`src/core/rml_pkg.sv`:
```
package rml_pkg;
   // register map, byte offsets of the configuration space
   localparam logic [6:0] RML_OFS_INPUT_TWO_LIMIT = 7'h49;
   localparam logic [6:0] RML_OFS_INPUT_THREE_LIMIT = 7'h4a;
   localparam logic [6:0] RML_OFS_INPUT_ZERO_TOL = 7'h4b;
   localparam logic [7:0] RML_RST_LIMIT = 8'h0a;
   localparam logic [7:0] RML_RST_TOL = 8'h55;
   // tolerance register fields
   localparam int RML_CFM_LSB = 0;
   localparam int RML_SCM_LSB = 4;
   localparam int RML_TOL_W = 3;
   // period measurement in units of the sampling step
   localparam int RML_CORE_PERIOD_PS = 20000;
   localparam int RML_SAMPLE_PERIOD_PS = 1250;
   localparam int RML_UNITS_PER_CLK = RML_CORE_PERIOD_PS / RML_SAMPLE_PERIOD_PS;
   localparam int RML_PER_W = 24;
   localparam logic [23:0] RML_PER_MAX = 24'hff_ffff;
   localparam int RML_WIN_LOG2 = 4;
   localparam logic [15:0] RML_PERMIL = 16'h03e8;

   typedef logic [RML_PER_W-1:0] rml_period_t;

   // tolerance code to parts per thousand
   function automatic logic [9:0] rml_tol_permil(input logic [2:0] code);
      case (code)
         3'h0: rml_tol_permil = 10'h001;
         3'h1: rml_tol_permil = 10'h005;
         3'h2: rml_tol_permil = 10'h00a;
         3'h3: rml_tol_permil = 10'h014;
         3'h4: rml_tol_permil = 10'h032;
         3'h5: rml_tol_permil = 10'h064;
         3'h6: rml_tol_permil = 10'h0c8;
         default: rml_tol_permil = 10'h1f4;
      endcase
   endfunction
endpackage

```
`src/core/rml_period_if.sv`:
```
`timescale 1ns/100ps
`default_nettype none
interface rml_period_if;
   import rml_pkg::*;
   logic valid;
   rml_period_t period;
   modport meas (output valid, output period);
   modport core (input valid, input period);
endinterface
`default_nettype wire

```
`src/core/rml_period_meas.sv`:
```
`timescale 1ns/100ps
`default_nettype none
module rml_period_meas
   import rml_pkg::*;
(
   // clock and reset
   input wire logic core_clk_in,
   input wire logic rst_in,
   // reference pin
   input wire logic ref_in,
   // measured periods
   rml_period_if.meas pm
);
   logic s1, s2, s3, level;
   rml_period_t count;
   logic seen_edge;
   // a change counts only once the last two stages agree
   wire agree = (s2 == s3);
   wire rise = agree & s3 & ~level;
   wire stall = (count >= RML_PER_MAX - RML_PER_W'(RML_UNITS_PER_CLK));
   wire rml_period_t next_count = (rise | stall) ? RML_PER_W'(RML_UNITS_PER_CLK)
                                                 : count + RML_PER_W'(RML_UNITS_PER_CLK);

   always_ff @(posedge core_clk_in) begin
      s1 <= ref_in;
      s2 <= s1;
      s3 <= s2;
   end

   // counts in sampling steps; a dead input reports a saturated period
   always_ff @(posedge core_clk_in) begin
      if (rst_in) begin
         // follow the pin during reset so release shows no false edge
         level <= s3;
         count <= '0;
         seen_edge <= 1'b0;
         pm.valid <= 1'b0;
         pm.period <= '0;
      end else begin
         if (agree) level <= s3;
         count <= next_count;
         if (rise) seen_edge <= 1'b1;
         pm.valid <= (rise & seen_edge) | stall;
         if ((rise & seen_edge) | stall) pm.period <= count;
      end
   end
endmodule // rml_period_meas
`default_nettype wire

```
`src/core/rml_ref_monitor_limit_config.sv`:
```
// Functional notes
// - phase hold limits are 8-bit codes, round(32*log(limit*1e5)), stored as written
// - codes 0x00,0x20,0x40,0x9F mean 10us,100us,1ms,930ms; passed through unchanged
// - input zero coarse tolerance in bits 2:0, 0.1% up to 50%
// - coarse frequency failure raised when input zero leaves its tolerance
// - input zero single period tolerance in bits 6:4, same coding
// - single period failure raised when one period breaks its tolerance
// - periods measured in 1.25 ns steps, the 800 MHz sampling grid
`timescale 1ns/100ps
`default_nettype none
module rml_ref_monitor_limit_config
   import rml_pkg::*;
(
   // clock and reset
   input wire logic core_clk_in,
   input wire logic rst_in,
   // register port
   input wire logic [6:0] reg_addr_in,
   input wire logic reg_wr_in,
   input wire logic [7:0] reg_wdata_in,
   output logic [7:0] reg_rdata_out,
   // input zero pin and its nominal period in 1.25 ns steps
   input wire logic input_zero_in,
   input wire logic [23:0] input_zero_nominal_in,
   // limits for the phase hold logic
   output logic [7:0] input2_phase_hold_limit_out,
   output logic [7:0] input3_phase_hold_limit_out,
   // failure indicators
   output logic input_zero_coarse_fail_out,
   output logic input_zero_single_fail_out
);
   logic [7:0] input2_phase_hold_limit;
   logic [7:0] input3_phase_hold_limit;
   logic [2:0] input0_coarse_freq_tolerance;
   logic [2:0] input0_single_period_tolerance;
   logic [27:0] win_sum;
   logic [3:0] win_cnt;

   rml_period_if pm ();
   rml_period_meas u_meas (
      .core_clk_in(core_clk_in),
      .rst_in(rst_in),
      .ref_in(input_zero_in),
      .pm(pm.meas)
   );

   // register decode
   wire sel_input_two = (reg_addr_in == RML_OFS_INPUT_TWO_LIMIT);
   wire sel_input_three = (reg_addr_in == RML_OFS_INPUT_THREE_LIMIT);
   wire sel_tol = (reg_addr_in == RML_OFS_INPUT_ZERO_TOL);
   wire wr_input_two = reg_wr_in & sel_input_two;
   wire wr_input_three = reg_wr_in & sel_input_three;
   wire wr_tol = reg_wr_in & sel_tol;
   // reserved bits 3 and 7 read zero
   wire [7:0] tol_word = {1'b0, input0_single_period_tolerance,
                          1'b0, input0_coarse_freq_tolerance};
   wire [7:0] next_rdata = sel_input_two ? input2_phase_hold_limit :
                           sel_input_three ? input3_phase_hold_limit :
                           sel_tol ? tol_word : 8'h00;

   // single period check: |p - nom| * 1000 > nom * tol
   wire [23:0] nom = input_zero_nominal_in;
   wire [23:0] sp_diff = (pm.period > nom) ? pm.period - nom : nom - pm.period;
   wire [39:0] sp_lhs = 40'(sp_diff) * 40'(RML_PERMIL);
   wire [39:0] sp_rhs = 40'(nom) * 40'(rml_tol_permil(input0_single_period_tolerance));
   wire sp_bad = sp_lhs > sp_rhs;
   // coarse check averages a window of sixteen periods
   wire [27:0] next_sum = win_sum + 28'(pm.period);
   wire [27:0] win_nom = {nom, 4'h0};
   wire win_end = pm.valid & (win_cnt == 4'hf);
   wire [27:0] cf_diff = (next_sum > win_nom) ? next_sum - win_nom : win_nom - next_sum;
   wire [43:0] cf_lhs = 44'(cf_diff) * 44'(RML_PERMIL);
   wire [43:0] cf_rhs = 44'(win_nom) * 44'(rml_tol_permil(input0_coarse_freq_tolerance));
   wire cf_bad = cf_lhs > cf_rhs;

   // limits are stored exactly as written; the log scale lives downstream
   always_ff @(posedge core_clk_in) begin
      if (rst_in) begin
         input2_phase_hold_limit <= RML_RST_LIMIT;
      end else if (wr_input_two) begin
         input2_phase_hold_limit <= reg_wdata_in;
      end
   end

   always_ff @(posedge core_clk_in) begin
      if (rst_in) begin
         input3_phase_hold_limit <= RML_RST_LIMIT;
      end else if (wr_input_three) begin
         input3_phase_hold_limit <= reg_wdata_in;
      end
   end

   // reserved bits 3 and 7 are dropped on write
   always_ff @(posedge core_clk_in) begin
      if (rst_in) begin
         input0_coarse_freq_tolerance <= RML_RST_TOL[RML_CFM_LSB +: RML_TOL_W];
         input0_single_period_tolerance <= RML_RST_TOL[RML_SCM_LSB +: RML_TOL_W];
      end else if (wr_tol) begin
         input0_coarse_freq_tolerance <= reg_wdata_in[RML_CFM_LSB +: RML_TOL_W];
         input0_single_period_tolerance <= reg_wdata_in[RML_SCM_LSB +: RML_TOL_W];
      end
   end

   // read data is registered, one cycle behind the address
   always_ff @(posedge core_clk_in) begin
      if (rst_in) begin
         reg_rdata_out <= 8'h00;
      end else begin
         reg_rdata_out <= next_rdata;
      end
   end

   // codes go out raw; the hold logic decodes the log scale
   assign input2_phase_hold_limit_out = input2_phase_hold_limit;
   assign input3_phase_hold_limit_out = input3_phase_hold_limit;

   // window of sixteen periods for the coarse check
   always_ff @(posedge core_clk_in) begin
      if (rst_in) begin
         win_sum <= '0;
         win_cnt <= '0;
      end else if (pm.valid) begin
         win_cnt <= win_cnt + 4'h1;
         win_sum <= win_end ? 28'h000_0000 : next_sum;
      end
   end

   // indicators follow each verdict, so they drop on a good verdict
   always_ff @(posedge core_clk_in) begin
      if (rst_in) begin
         input_zero_single_fail_out <= 1'b0;
      end else if (pm.valid) begin
         input_zero_single_fail_out <= sp_bad;
      end
   end

   // coarse verdict holds for a whole window; no software clear
   always_ff @(posedge core_clk_in) begin
      if (rst_in) begin
         input_zero_coarse_fail_out <= 1'b0;
      end else if (win_end) begin
         input_zero_coarse_fail_out <= cf_bad;
      end
   end

   chk_input_two_write: assert property (@(posedge core_clk_in) disable iff (rst_in)
      wr_input_two |=> input2_phase_hold_limit_out == $past(reg_wdata_in))
      else $error("input_two limit not stored");
   chk_limit_hold: assert property (@(posedge core_clk_in) disable iff (rst_in)
      !wr_input_three |=> $stable(input3_phase_hold_limit_out))
      else $error("input_three limit changed without write");
   chk_coarse_field: assert property (@(posedge core_clk_in) disable iff (rst_in)
      wr_tol ##1 !wr_tol |=> reg_addr_in != RML_OFS_INPUT_ZERO_TOL ||
         reg_rdata_out[2:0] == $past(reg_wdata_in[2:0], 2))
      else $error("coarse field readback wrong");
   chk_coarse_raise: assert property (@(posedge core_clk_in) disable iff (rst_in)
      win_end && cf_bad |=> input_zero_coarse_fail_out)
      else $error("coarse failure not raised");
   chk_single_field: assert property (@(posedge core_clk_in) disable iff (rst_in)
      wr_tol |=> input0_single_period_tolerance == $past(reg_wdata_in[6:4]))
      else $error("single period field not stored");
   chk_single_raise: assert property (@(posedge core_clk_in) disable iff (rst_in)
      pm.valid && sp_bad |=> input_zero_single_fail_out)
      else $error("single period failure not raised");
   chk_period_grid: assert property (@(posedge core_clk_in) disable iff (rst_in)
      pm.valid |-> pm.period[3:0] == 4'h0 && pm.period != 24'h00_0000)
      else $error("period off the sampling grid");
   chk_fail_clear: assert property (@(posedge core_clk_in) disable iff (rst_in)
      pm.valid && !sp_bad ##1 !pm.valid [*2] |-> !input_zero_single_fail_out)
      else $error("single failure did not clear");
   // register side
   chk_input_three_write: assert property (@(posedge core_clk_in) disable iff (rst_in)
      wr_input_three |=> input3_phase_hold_limit_out == $past(reg_wdata_in))
      else $error("input_three limit not stored");
   chk_input_two_hold: assert property (@(posedge core_clk_in) disable iff (rst_in)
      !wr_input_two |=> $stable(input2_phase_hold_limit_out))
      else $error("input_two limit changed without write");
   chk_unmapped_read: assert property (@(posedge core_clk_in) disable iff (rst_in)
      !$past(sel_input_two) && !$past(sel_input_three) && !$past(sel_tol) |-> reg_rdata_out == 8'h00)
      else $error("unmapped offset read nonzero");
   chk_reserved_zero: assert property (@(posedge core_clk_in) disable iff (rst_in)
      $past(sel_tol) |-> !reg_rdata_out[3] && !reg_rdata_out[7])
      else $error("reserved tolerance bits read nonzero");
   chk_coarse_readback: assert property (@(posedge core_clk_in) disable iff (rst_in)
      !$past(rst_in) && $past(sel_tol) |->
         reg_rdata_out[2:0] == $past(input0_coarse_freq_tolerance))
      else $error("coarse code readback wrong");
   chk_single_readback: assert property (@(posedge core_clk_in) disable iff (rst_in)
      !$past(rst_in) && $past(sel_tol) |->
         reg_rdata_out[6:4] == $past(input0_single_period_tolerance))
      else $error("single period code readback wrong");
   chk_coarse_store: assert property (@(posedge core_clk_in) disable iff (rst_in)
      wr_tol |=> input0_coarse_freq_tolerance == $past(reg_wdata_in[2:0]))
      else $error("coarse field not stored");
   // monitor side
   chk_coarse_steady: assert property (@(posedge core_clk_in) disable iff (rst_in)
      !win_end |=> $stable(input_zero_coarse_fail_out))
      else $error("coarse failure moved inside a window");
   chk_single_steady: assert property (@(posedge core_clk_in) disable iff (rst_in)
      !pm.valid |=> $stable(input_zero_single_fail_out))
      else $error("single failure moved without a verdict");
   chk_coarse_clear: assert property (@(posedge core_clk_in) disable iff (rst_in)
      win_end && !cf_bad |=> !input_zero_coarse_fail_out)
      else $error("coarse failure did not clear");
   chk_single_clear: assert property (@(posedge core_clk_in) disable iff (rst_in)
      pm.valid && !sp_bad |=> !input_zero_single_fail_out)
      else $error("single failure not dropped on good period");
   chk_window_wrap: assert property (@(posedge core_clk_in) disable iff (rst_in)
      win_end |=> win_cnt == 4'h0)
      else $error("coarse window did not restart");

   cov_single_fail: cover property (@(posedge core_clk_in) disable iff (rst_in)
      $rose(input_zero_single_fail_out));
   cov_coarse_fail: cover property (@(posedge core_clk_in) disable iff (rst_in)
      $rose(input_zero_coarse_fail_out));
   cov_coarse_clear: cover property (@(posedge core_clk_in) disable iff (rst_in)
      $fell(input_zero_coarse_fail_out));
   cov_single_clear: cover property (@(posedge core_clk_in) disable iff (rst_in)
      $fell(input_zero_single_fail_out));
   cov_tol_write: cover property (@(posedge core_clk_in) disable iff (rst_in)
      wr_tol ##1 !wr_tol);
endmodule // rml_ref_monitor_limit_config
`default_nettype wire

```
`config.mk`:
```
export PLATFORM = sky130hd
export DESIGN_NAME = rml_ref_monitor_limit_config
export DESIGN_NICKNAME = d
export VERILOG_FILES = /design/src/core/rml_pkg.sv /design/src/core/rml_period_if.sv /design/src/core/rml_period_meas.sv /design/src/core/rml_ref_monitor_limit_config.sv
export SDC_FILE = /design/constraint.sdc
export NUM_CORES = 2
export LEC_CHECK = 0
export BUFFER_PORTS_ARGS = -buffer_cell sky130_fd_sc_hd__buf_2
export CELL_PAD_IN_SITES_DETAIL_PLACEMENT = 2
export CELL_PAD_IN_SITES_GLOBAL_PLACEMENT = 2
export CORE_MARGIN = 4
export CORE_UTILIZATION = 44
export DETAILED_ROUTE_END_ITERATION = 8
export PLACE_DENSITY = 0.9
export SYNTH_ARGS = -nofsm -noshare
export SYNTH_HDL_FRONTEND = slang
export SYNTH_SLANG_ARGS = --single-unit
```
`constraint.sdc`:
```
create_clock -name core_clk_in -period 14.8 [get_ports core_clk_in]
set_input_delay 2.22 -clock core_clk_in [delete_from_list [all_inputs] [get_ports core_clk_in]]
set_output_delay 2.22 -clock core_clk_in [all_outputs]
set_load 0.005 [all_outputs]
```
* Yosys cells after proc, flatten, opt, wreduce, memory -nomap -nowiden
Index checks and enable logic that the tools add are counted.
Cells by class: mux-type cells 11, reduce and logical (&&, ||, !) cells 4, equal/unequal tests 17, div/mod/pow operators 0, shift operators 0, order comparisons 5, bitwise operators 10, $mul 4, $add $sub $neg 7
Operators with widths (count):
- 9-bit case mux with 7 select lines | 2
- 24-bit by 10-bit multiplier with 34-bit output | 2
- 28-bit two-way mux | 2
- 28-bit subtractor | 2
- 24-bit subtractor | 2
- 38-bit > comparator | 1
- 28-bit by 7-bit multiplier with 35-bit output (second input constant) | 1
- 34-bit > comparator | 1
- 24-bit by 7-bit multiplier with 31-bit output (second input constant) | 1
- 28-bit by 24-bit adder with 28-bit output | 1
- 28-bit > comparator | 1
- 24-bit by 5-bit adder with 24-bit output (second input constant) | 1
- 24-bit >= comparator (second input constant) | 1
- 24-bit > comparator | 1
- 24-bit two-way mux | 1
- 7-bit == test (second input constant) | 3
- 3-bit == test (second input constant) | 6
- 8-bit two-way mux | 2
- 3-bit by 2-bit == test with 1-bit output (second input constant) | 4
- 1-bit AND | 7
- 7-bit two-way mux | 1
- 3-bit by 1-bit == test with 1-bit output (second input constant) | 2
- 3-bit zero test | 2
- 5-bit two-way mux | 1
- 8 further kinds | 10
Storage, ports and cells: bits in latches 0, register bits after elaboration 118, input port bits 43, memory bits (writable) 0, bits in read-only memories 0, memories kept 0, word-level logic and storage cells 76

* Longest topological paths before layout
depth in word-level cells 5, depth in mapped cells 48

* Hierarchy
From an unflattened synthesis, not the netlist that was laid out.
Unflattened totals: cell total of the unflattened synthesis 4142, area total of the unflattened synthesis 34211.6 µm²
Modules (own cells, without submodules):
- rml_ref_monitor_limit_config | sequential area each 1281.2 µm², area an instance 32030.7 µm², times used 1, cells an instance 3902
- rml_period_meas | sequential area each 930.9 µm², area an instance 2180.8 µm², times used 1, cells an instance 240

* Worst setup path after synthesis
Ideal clock, no wire load.
path kind input to register, from in input_zero_nominal_in[22], to reg input_zero_single_fail_out, slack 4.014 ns, data arrival time 10.670 ns, data required time 14.684 ns, cell stages on the path 39, path buffers 3, setup time 0.116 ns, cells stage by stage clkbuf_1 > clkbuf_1 > inv_1 > ha_1 > and4_1 > nand3_1 > or4_1 > nand3_1 > o21ai_2 > clkbuf_1 > nor3_1 > a21oi_1 > xor2_1 > inv_1 > fa_1 > fa_1 > inv_1 > fa_1 > [3 not listed] > ha_1 > a21o_1 > a211o_1 > a21o_1 > a2111oi_0 > o21ai_0 > nand2_1 > o21ai_0 > o21ai_0 > xnor2_1 > ha_1 > a21o_1 > a21o_1 > a21oi_1 > o21ai_0 > a211oi_1 > a221oi_1 > a31o_2
On the way: longest elaborated chain between the ends 4, elaborated cells on any way between the ends 7, classes of those cells 2 x add/sub; 2 x mul; 2 x order compare; 1 x mux
RTL lines:
- start, declared | line rml_ref_monitor_limit_config.sv:24 | input wire logic [23:0] input_zero_nominal_in,
- 24-bit subtractor or 24-bit > comparator (tied branches) | line rml_ref_monitor_limit_config.sv:63 | wire [23:0] sp_diff = (pm.period > nom) ? pm.period - nom : nom - pm.period;
- 24-bit two-way mux | line rml_ref_monitor_limit_config.sv:63
- 24-bit by 7-bit multiplier with 31-bit output | line rml_ref_monitor_limit_config.sv:64 | wire [39:0] sp_lhs = 40'(sp_diff) * 40'(RML_PERMIL);
- 34-bit > comparator * | line rml_ref_monitor_limit_config.sv:66 | wire sp_bad = sp_lhs > sp_rhs;
- end signal, assigned | line rml_ref_monitor_limit_config.sv:133 | input_zero_single_fail_out <= sp_bad;
- end, declared | line rml_ref_monitor_limit_config.sv:30 | output logic input_zero_single_fail_out
Mark *: on every way between the ends. The rest lies on a longest branch, timed or not. A chain may end at the register's enable or synchronous reset.

* Worst setup path after layout
from reg u_meas.pm.period[4], to reg input_zero_coarse_fail_out
On the way: longest elaborated chain between the ends 5, elaborated cells on any way between the ends 7, classes of those cells 3 x add/sub; 1 x mul; 2 x order compare; 1 x mux
RTL lines:
- start, declared | line rml_period_if.sv:7 | modport meas (output valid, output period);
- start signal, assigned | line rml_period_meas.sv:44 | if ((rise & seen_edge) | stall) pm.period <= count;
- 28-bit by 24-bit adder with 28-bit output * | line rml_ref_monitor_limit_config.sv:68 | wire [27:0] next_sum = win_sum + 28'(pm.period);
- 28-bit subtractor or 28-bit > comparator (tied branches) | line rml_ref_monitor_limit_config.sv:71 | wire [27:0] cf_diff = (next_sum > win_nom) ? next_sum - win_nom : win_nom - next_sum;
- 28-bit two-way mux * | line rml_ref_monitor_limit_config.sv:71
- 28-bit by 7-bit multiplier with 35-bit output * | line rml_ref_monitor_limit_config.sv:72 | wire [43:0] cf_lhs = 44'(cf_diff) * 44'(RML_PERMIL);
- 38-bit > comparator * | line rml_ref_monitor_limit_config.sv:74 | wire cf_bad = cf_lhs > cf_rhs;
- end signal, assigned | line rml_ref_monitor_limit_config.sv:140 | input_zero_coarse_fail_out <= 1'b0;
- end signal, assigned | line rml_ref_monitor_limit_config.sv:142 | input_zero_coarse_fail_out <= cf_bad;
- end, declared | line rml_ref_monitor_limit_config.sv:29 | output logic input_zero_coarse_fail_out,
Marks and branches as above.

==> flow_summary_export.csv <==
group,metric,value,unit
status,run_status,"complete, no violations",
finish,fill_cells,8161,
yosys,dominantRegCellSynth,"dfxtp_1",
finish,post_layout_cell_count,4860,
yosys,postSynthRegisterBits,106,
critical_path,critical_path.slowest_cell,"o21ai_0",
timing,report.final.hold_viol_count,0,
timing,maxSlewViolCount,0,
global_routing,antenna_violations_before_repair,16,
yosys,netlist-cell-type-count,104,
timing,worst_hold_slack,0.337,ns
route,dr.first_iter.drc_count,1962,
place,port_buffers,68,
floorplanning,rows,99,
yosys,yosysWarningCount,0,
clock_network,cts_hold_buffers,0,
floorplanning,die_width,280,um
power,vdd.ir_drop.worst,0.272,mV
global_routing,global_route.usage.total,35.3,%
yosys,synth_seq_area_share,6.55,%
route,routed_wirelength,141000,um
job,maxCapViolations,0,
floorplanning,core,73100,sq um
clock_network,ctsLongestPathBuffers,2,
global_routing,grt_pass1_wl,213000,um
critical_path,timing.critical_path.arrival,13.91,ns
route,drt_pre_antenna_iters,5,
floorplanning,top_level_ports,69,
yosys,synth.top_cells.by_area,"fa_1, ha_1, inv_1",
finish,multiInputGateArea,27300,sq um
yosys,post_synth_inst_count,3918,
clock_network,numCtsBuffers,9,
clock_network,post_cts_resized,0,
clock_network,clk_transition_reported_paths,0.12,ns
route,routed_wire_per_std_cell,29.0,um
route,final_antenna_net_count,0,
place,gp_routability_congestion,0.914,
place,place.detailed.hpwl,116000,um
yosys,syn_area_per_cell,8.30,sq um
worst_hold_path,holdCritPathClass,"register to register",
power,report.power.total,0.00848,W
route,drc,0,
timing,final_critical_path_setup_slack,1.21,ns
finish,layout.nets,4827,
yosys,postSynth.asyncResetShare,0,%
yosys,synth_top_area_cell,"fa_1",
route,post_drt_via_cell_ratio,6.18,
yosys,synth_common_cells,"inv_1, fa_1, nand2_1, ha_1, a21oi_1",
timing,fmaxAchievable,73.6,MHz
timing,period_needed,13.59,ns
clock_network,cts_root_buffer,"clkbuf_16",
global_routing,largest_net_degree_at_the_start_of_global_routing,65,
clock_network,cts.sink_count,106,
critical_path,setup.worst_path.end_class,"register",
power,leakage,17.2,nW
clock_network,tritoncts,"done",
global_routing,vias_in_the_first_global_route,35500,
yosys,synth_largest_type_area_fraction,29.4,%
finish,layout-area-overhead-vs-synth,4.63,%
floorplanning,floorplan.initialDensity,44.5,%
route,route.vias.total,30000,
critical_path,worstPathRequired,15.12,ns
timing,setup_repair_after_global_routing_missed_its_margin,"false",
global_routing,globalRoute.totalOverflow,0,
finish,layout.area.seq,2130,sq um
floorplanning,design.die.area,78300,sq um
clock_network,insertion_delay,0.42,ns
place,placed_cells_incl_taps,4828,
timing,fin_setup_tns,0,ns
timing,worst-slew-pin-transition,1.23,ns
finish,drive_above_1_share,4.68,%
clock_network,htree_levels,3,
critical_path,worst_setup_path_start_kind,"register",
floorplanning,die_height,280,um
timing,finalCritPeriodShare,91.8,%
yosys,number_of_enable_type_register_cells_in_the_synthesized_netlist,1,
timing,finalSetupViolations,0,
critical_path,worst_path_class_setup,"register to register",
yosys,post-synth-top-count-cell,"inv_1",
timing,slew-limit-headroom,17.8,%
clock_network,cts.repair_timing.setup_buffer_count,0,
power,power_per_cell_area,249,nW/um^2
critical_path,critPathMaxFanout,18,
critical_path,critical-path-max-stage-delay,0.93,ns
timing,worst_clk_skew,0.0311,ns
yosys,syn_area,32500,sq um
place,dp_worst_setup_slack,1.26,ns
-- report_power, final --
part | switching (W) | internal [W] | leakage, nW | total [W]
logic | 0.00476 | 0.00314 | 16.2 | 0.00790
clock network | 0.000161 | 0.000123 | 0.152 | 0.000285
registers | 0.00000271 | 0.000288 | 0.858 | 0.000290
total | 0.00493 | 0.00355 | 17.2 | 0.00848
-- critical path: cells and delay by family (launching register included) --
family,cells,cell delay [ns]
AO/OA/AOI/OAI,19,5.42
adder cells (fa/ha/maj),10,4.14
AND/OR/NAND/NOR,9,2.38
buffers and inverters,3,0.54
flip-flops,1,0.41
multiplexers,1,0.41
XOR/XNOR,1,0.12
-- registers in the layout, indices dropped and copies added, names as in the netlist, 3 cells and up --
register                        cells
input0_coarse_freq_tolerance        3
input2_phase_hold_limit_out         8
input0_single_period_tolerance      3
win_cnt                             4
u_meas.pm.period                   20
input3_phase_hold_limit_out         8
u_meas.count                       20
reg_rdata_out                       8
win_sum                            24
-- stage by stage --
step	util, %	instance area, sq um
final	46.6	34000
after global routing	46.6	34000
after CTS	46.5	34000
after detailed placement	46.1	33700
after global placement	46.1	33700
after floorplan	-	32600
-- cells in the final DEF (no fill, tap or decap), types with 16 or more instances in the layout --
cell,netlist,routed
nor2b_1,36,36
nand4_1,27,27
a21oi_1,278,278
ha_1,427,427
a22oi_1,20,20
and3_1,84,84
and2_1,32,32
o21bai_1,36,36
a211oi_1,17,17
buf_2,26,68
diode_2,0,16
nor3_1,41,41
buf_4,3,30
o211ai_1,21,21
xnor2_1,134,134
xor2_1,86,86
mux2i_1,29,29
nand3_1,65,65
nor2_1,219,219
fa_1,477,477
o21a_1,31,31
a21o_1,110,110
nand2_1,445,445
o21ai_0,105,105
inv_1,649,649
dfxtp_1,105,105
nand2b_1,33,33
-- final timing paths --
| check | to | slack (ns) | startpoint | cells after the start |
|---|---|---|---|---|
| setup reg to reg | input_zero_coarse_fail_out | 1.21 | u_meas.pm.period[4] | 43 |
| setup / recovery | input_zero_coarse_fail_out | 1.21 | u_meas.pm.period[4] | 43 |
| hold reg to reg | u_meas.s2 | 0.34 | u_meas.s1 | 0 |
| hold / removal | u_meas.s2 | 0.34 | u_meas.s1 | 0 |
-- per-layer routing --
| metal | global-route usage [%] | up-vias | routed length [um] |
|---|---|---|---|
| li1 | - | 12700 | - |
| met1 | 39.6 | 15400 | 51000 |
| met2 | 63.5 | 1340 | 70900 |
| met3 | 4.86 | 553 | 8920 |
| met4 | 21.8 | 0 | 9930 |
| met5 | 0 | - | 0 |
-- kinds of logic (layout without fill, tap and decap cells) --
group           Yosys count  after routing  share of synthesized area (%)
simple gates           1055           1055                           15.1
flops                   106            106                           6.55
other cells               2             27                         0.0231
xor+xnor                225            225                           6.17
fa+ha+maj               911            911                           46.0
compound gates          766            766                           15.3
buf+inv                 812            770                           9.56
mux                      41             41                           1.32
-- cell type report --
| type | count | share of cell area [%] |
|---|---|---|
| Multi-Input combinational cell | 3009 | 80.3 |
| Inverter | 656 | 7.24 |
| Sequential cell | 106 | 6.26 |
| Tap cell | 959 | 3.53 |
| Timing Repair Buffer | 98 | 1.66 |
| Clock buffer | 9 | 0.662 |
| Clock inverter | 7 | 0.254 |
| Antenna cell | 16 | 0.118 |
Power figures use the tool's default switching activity.
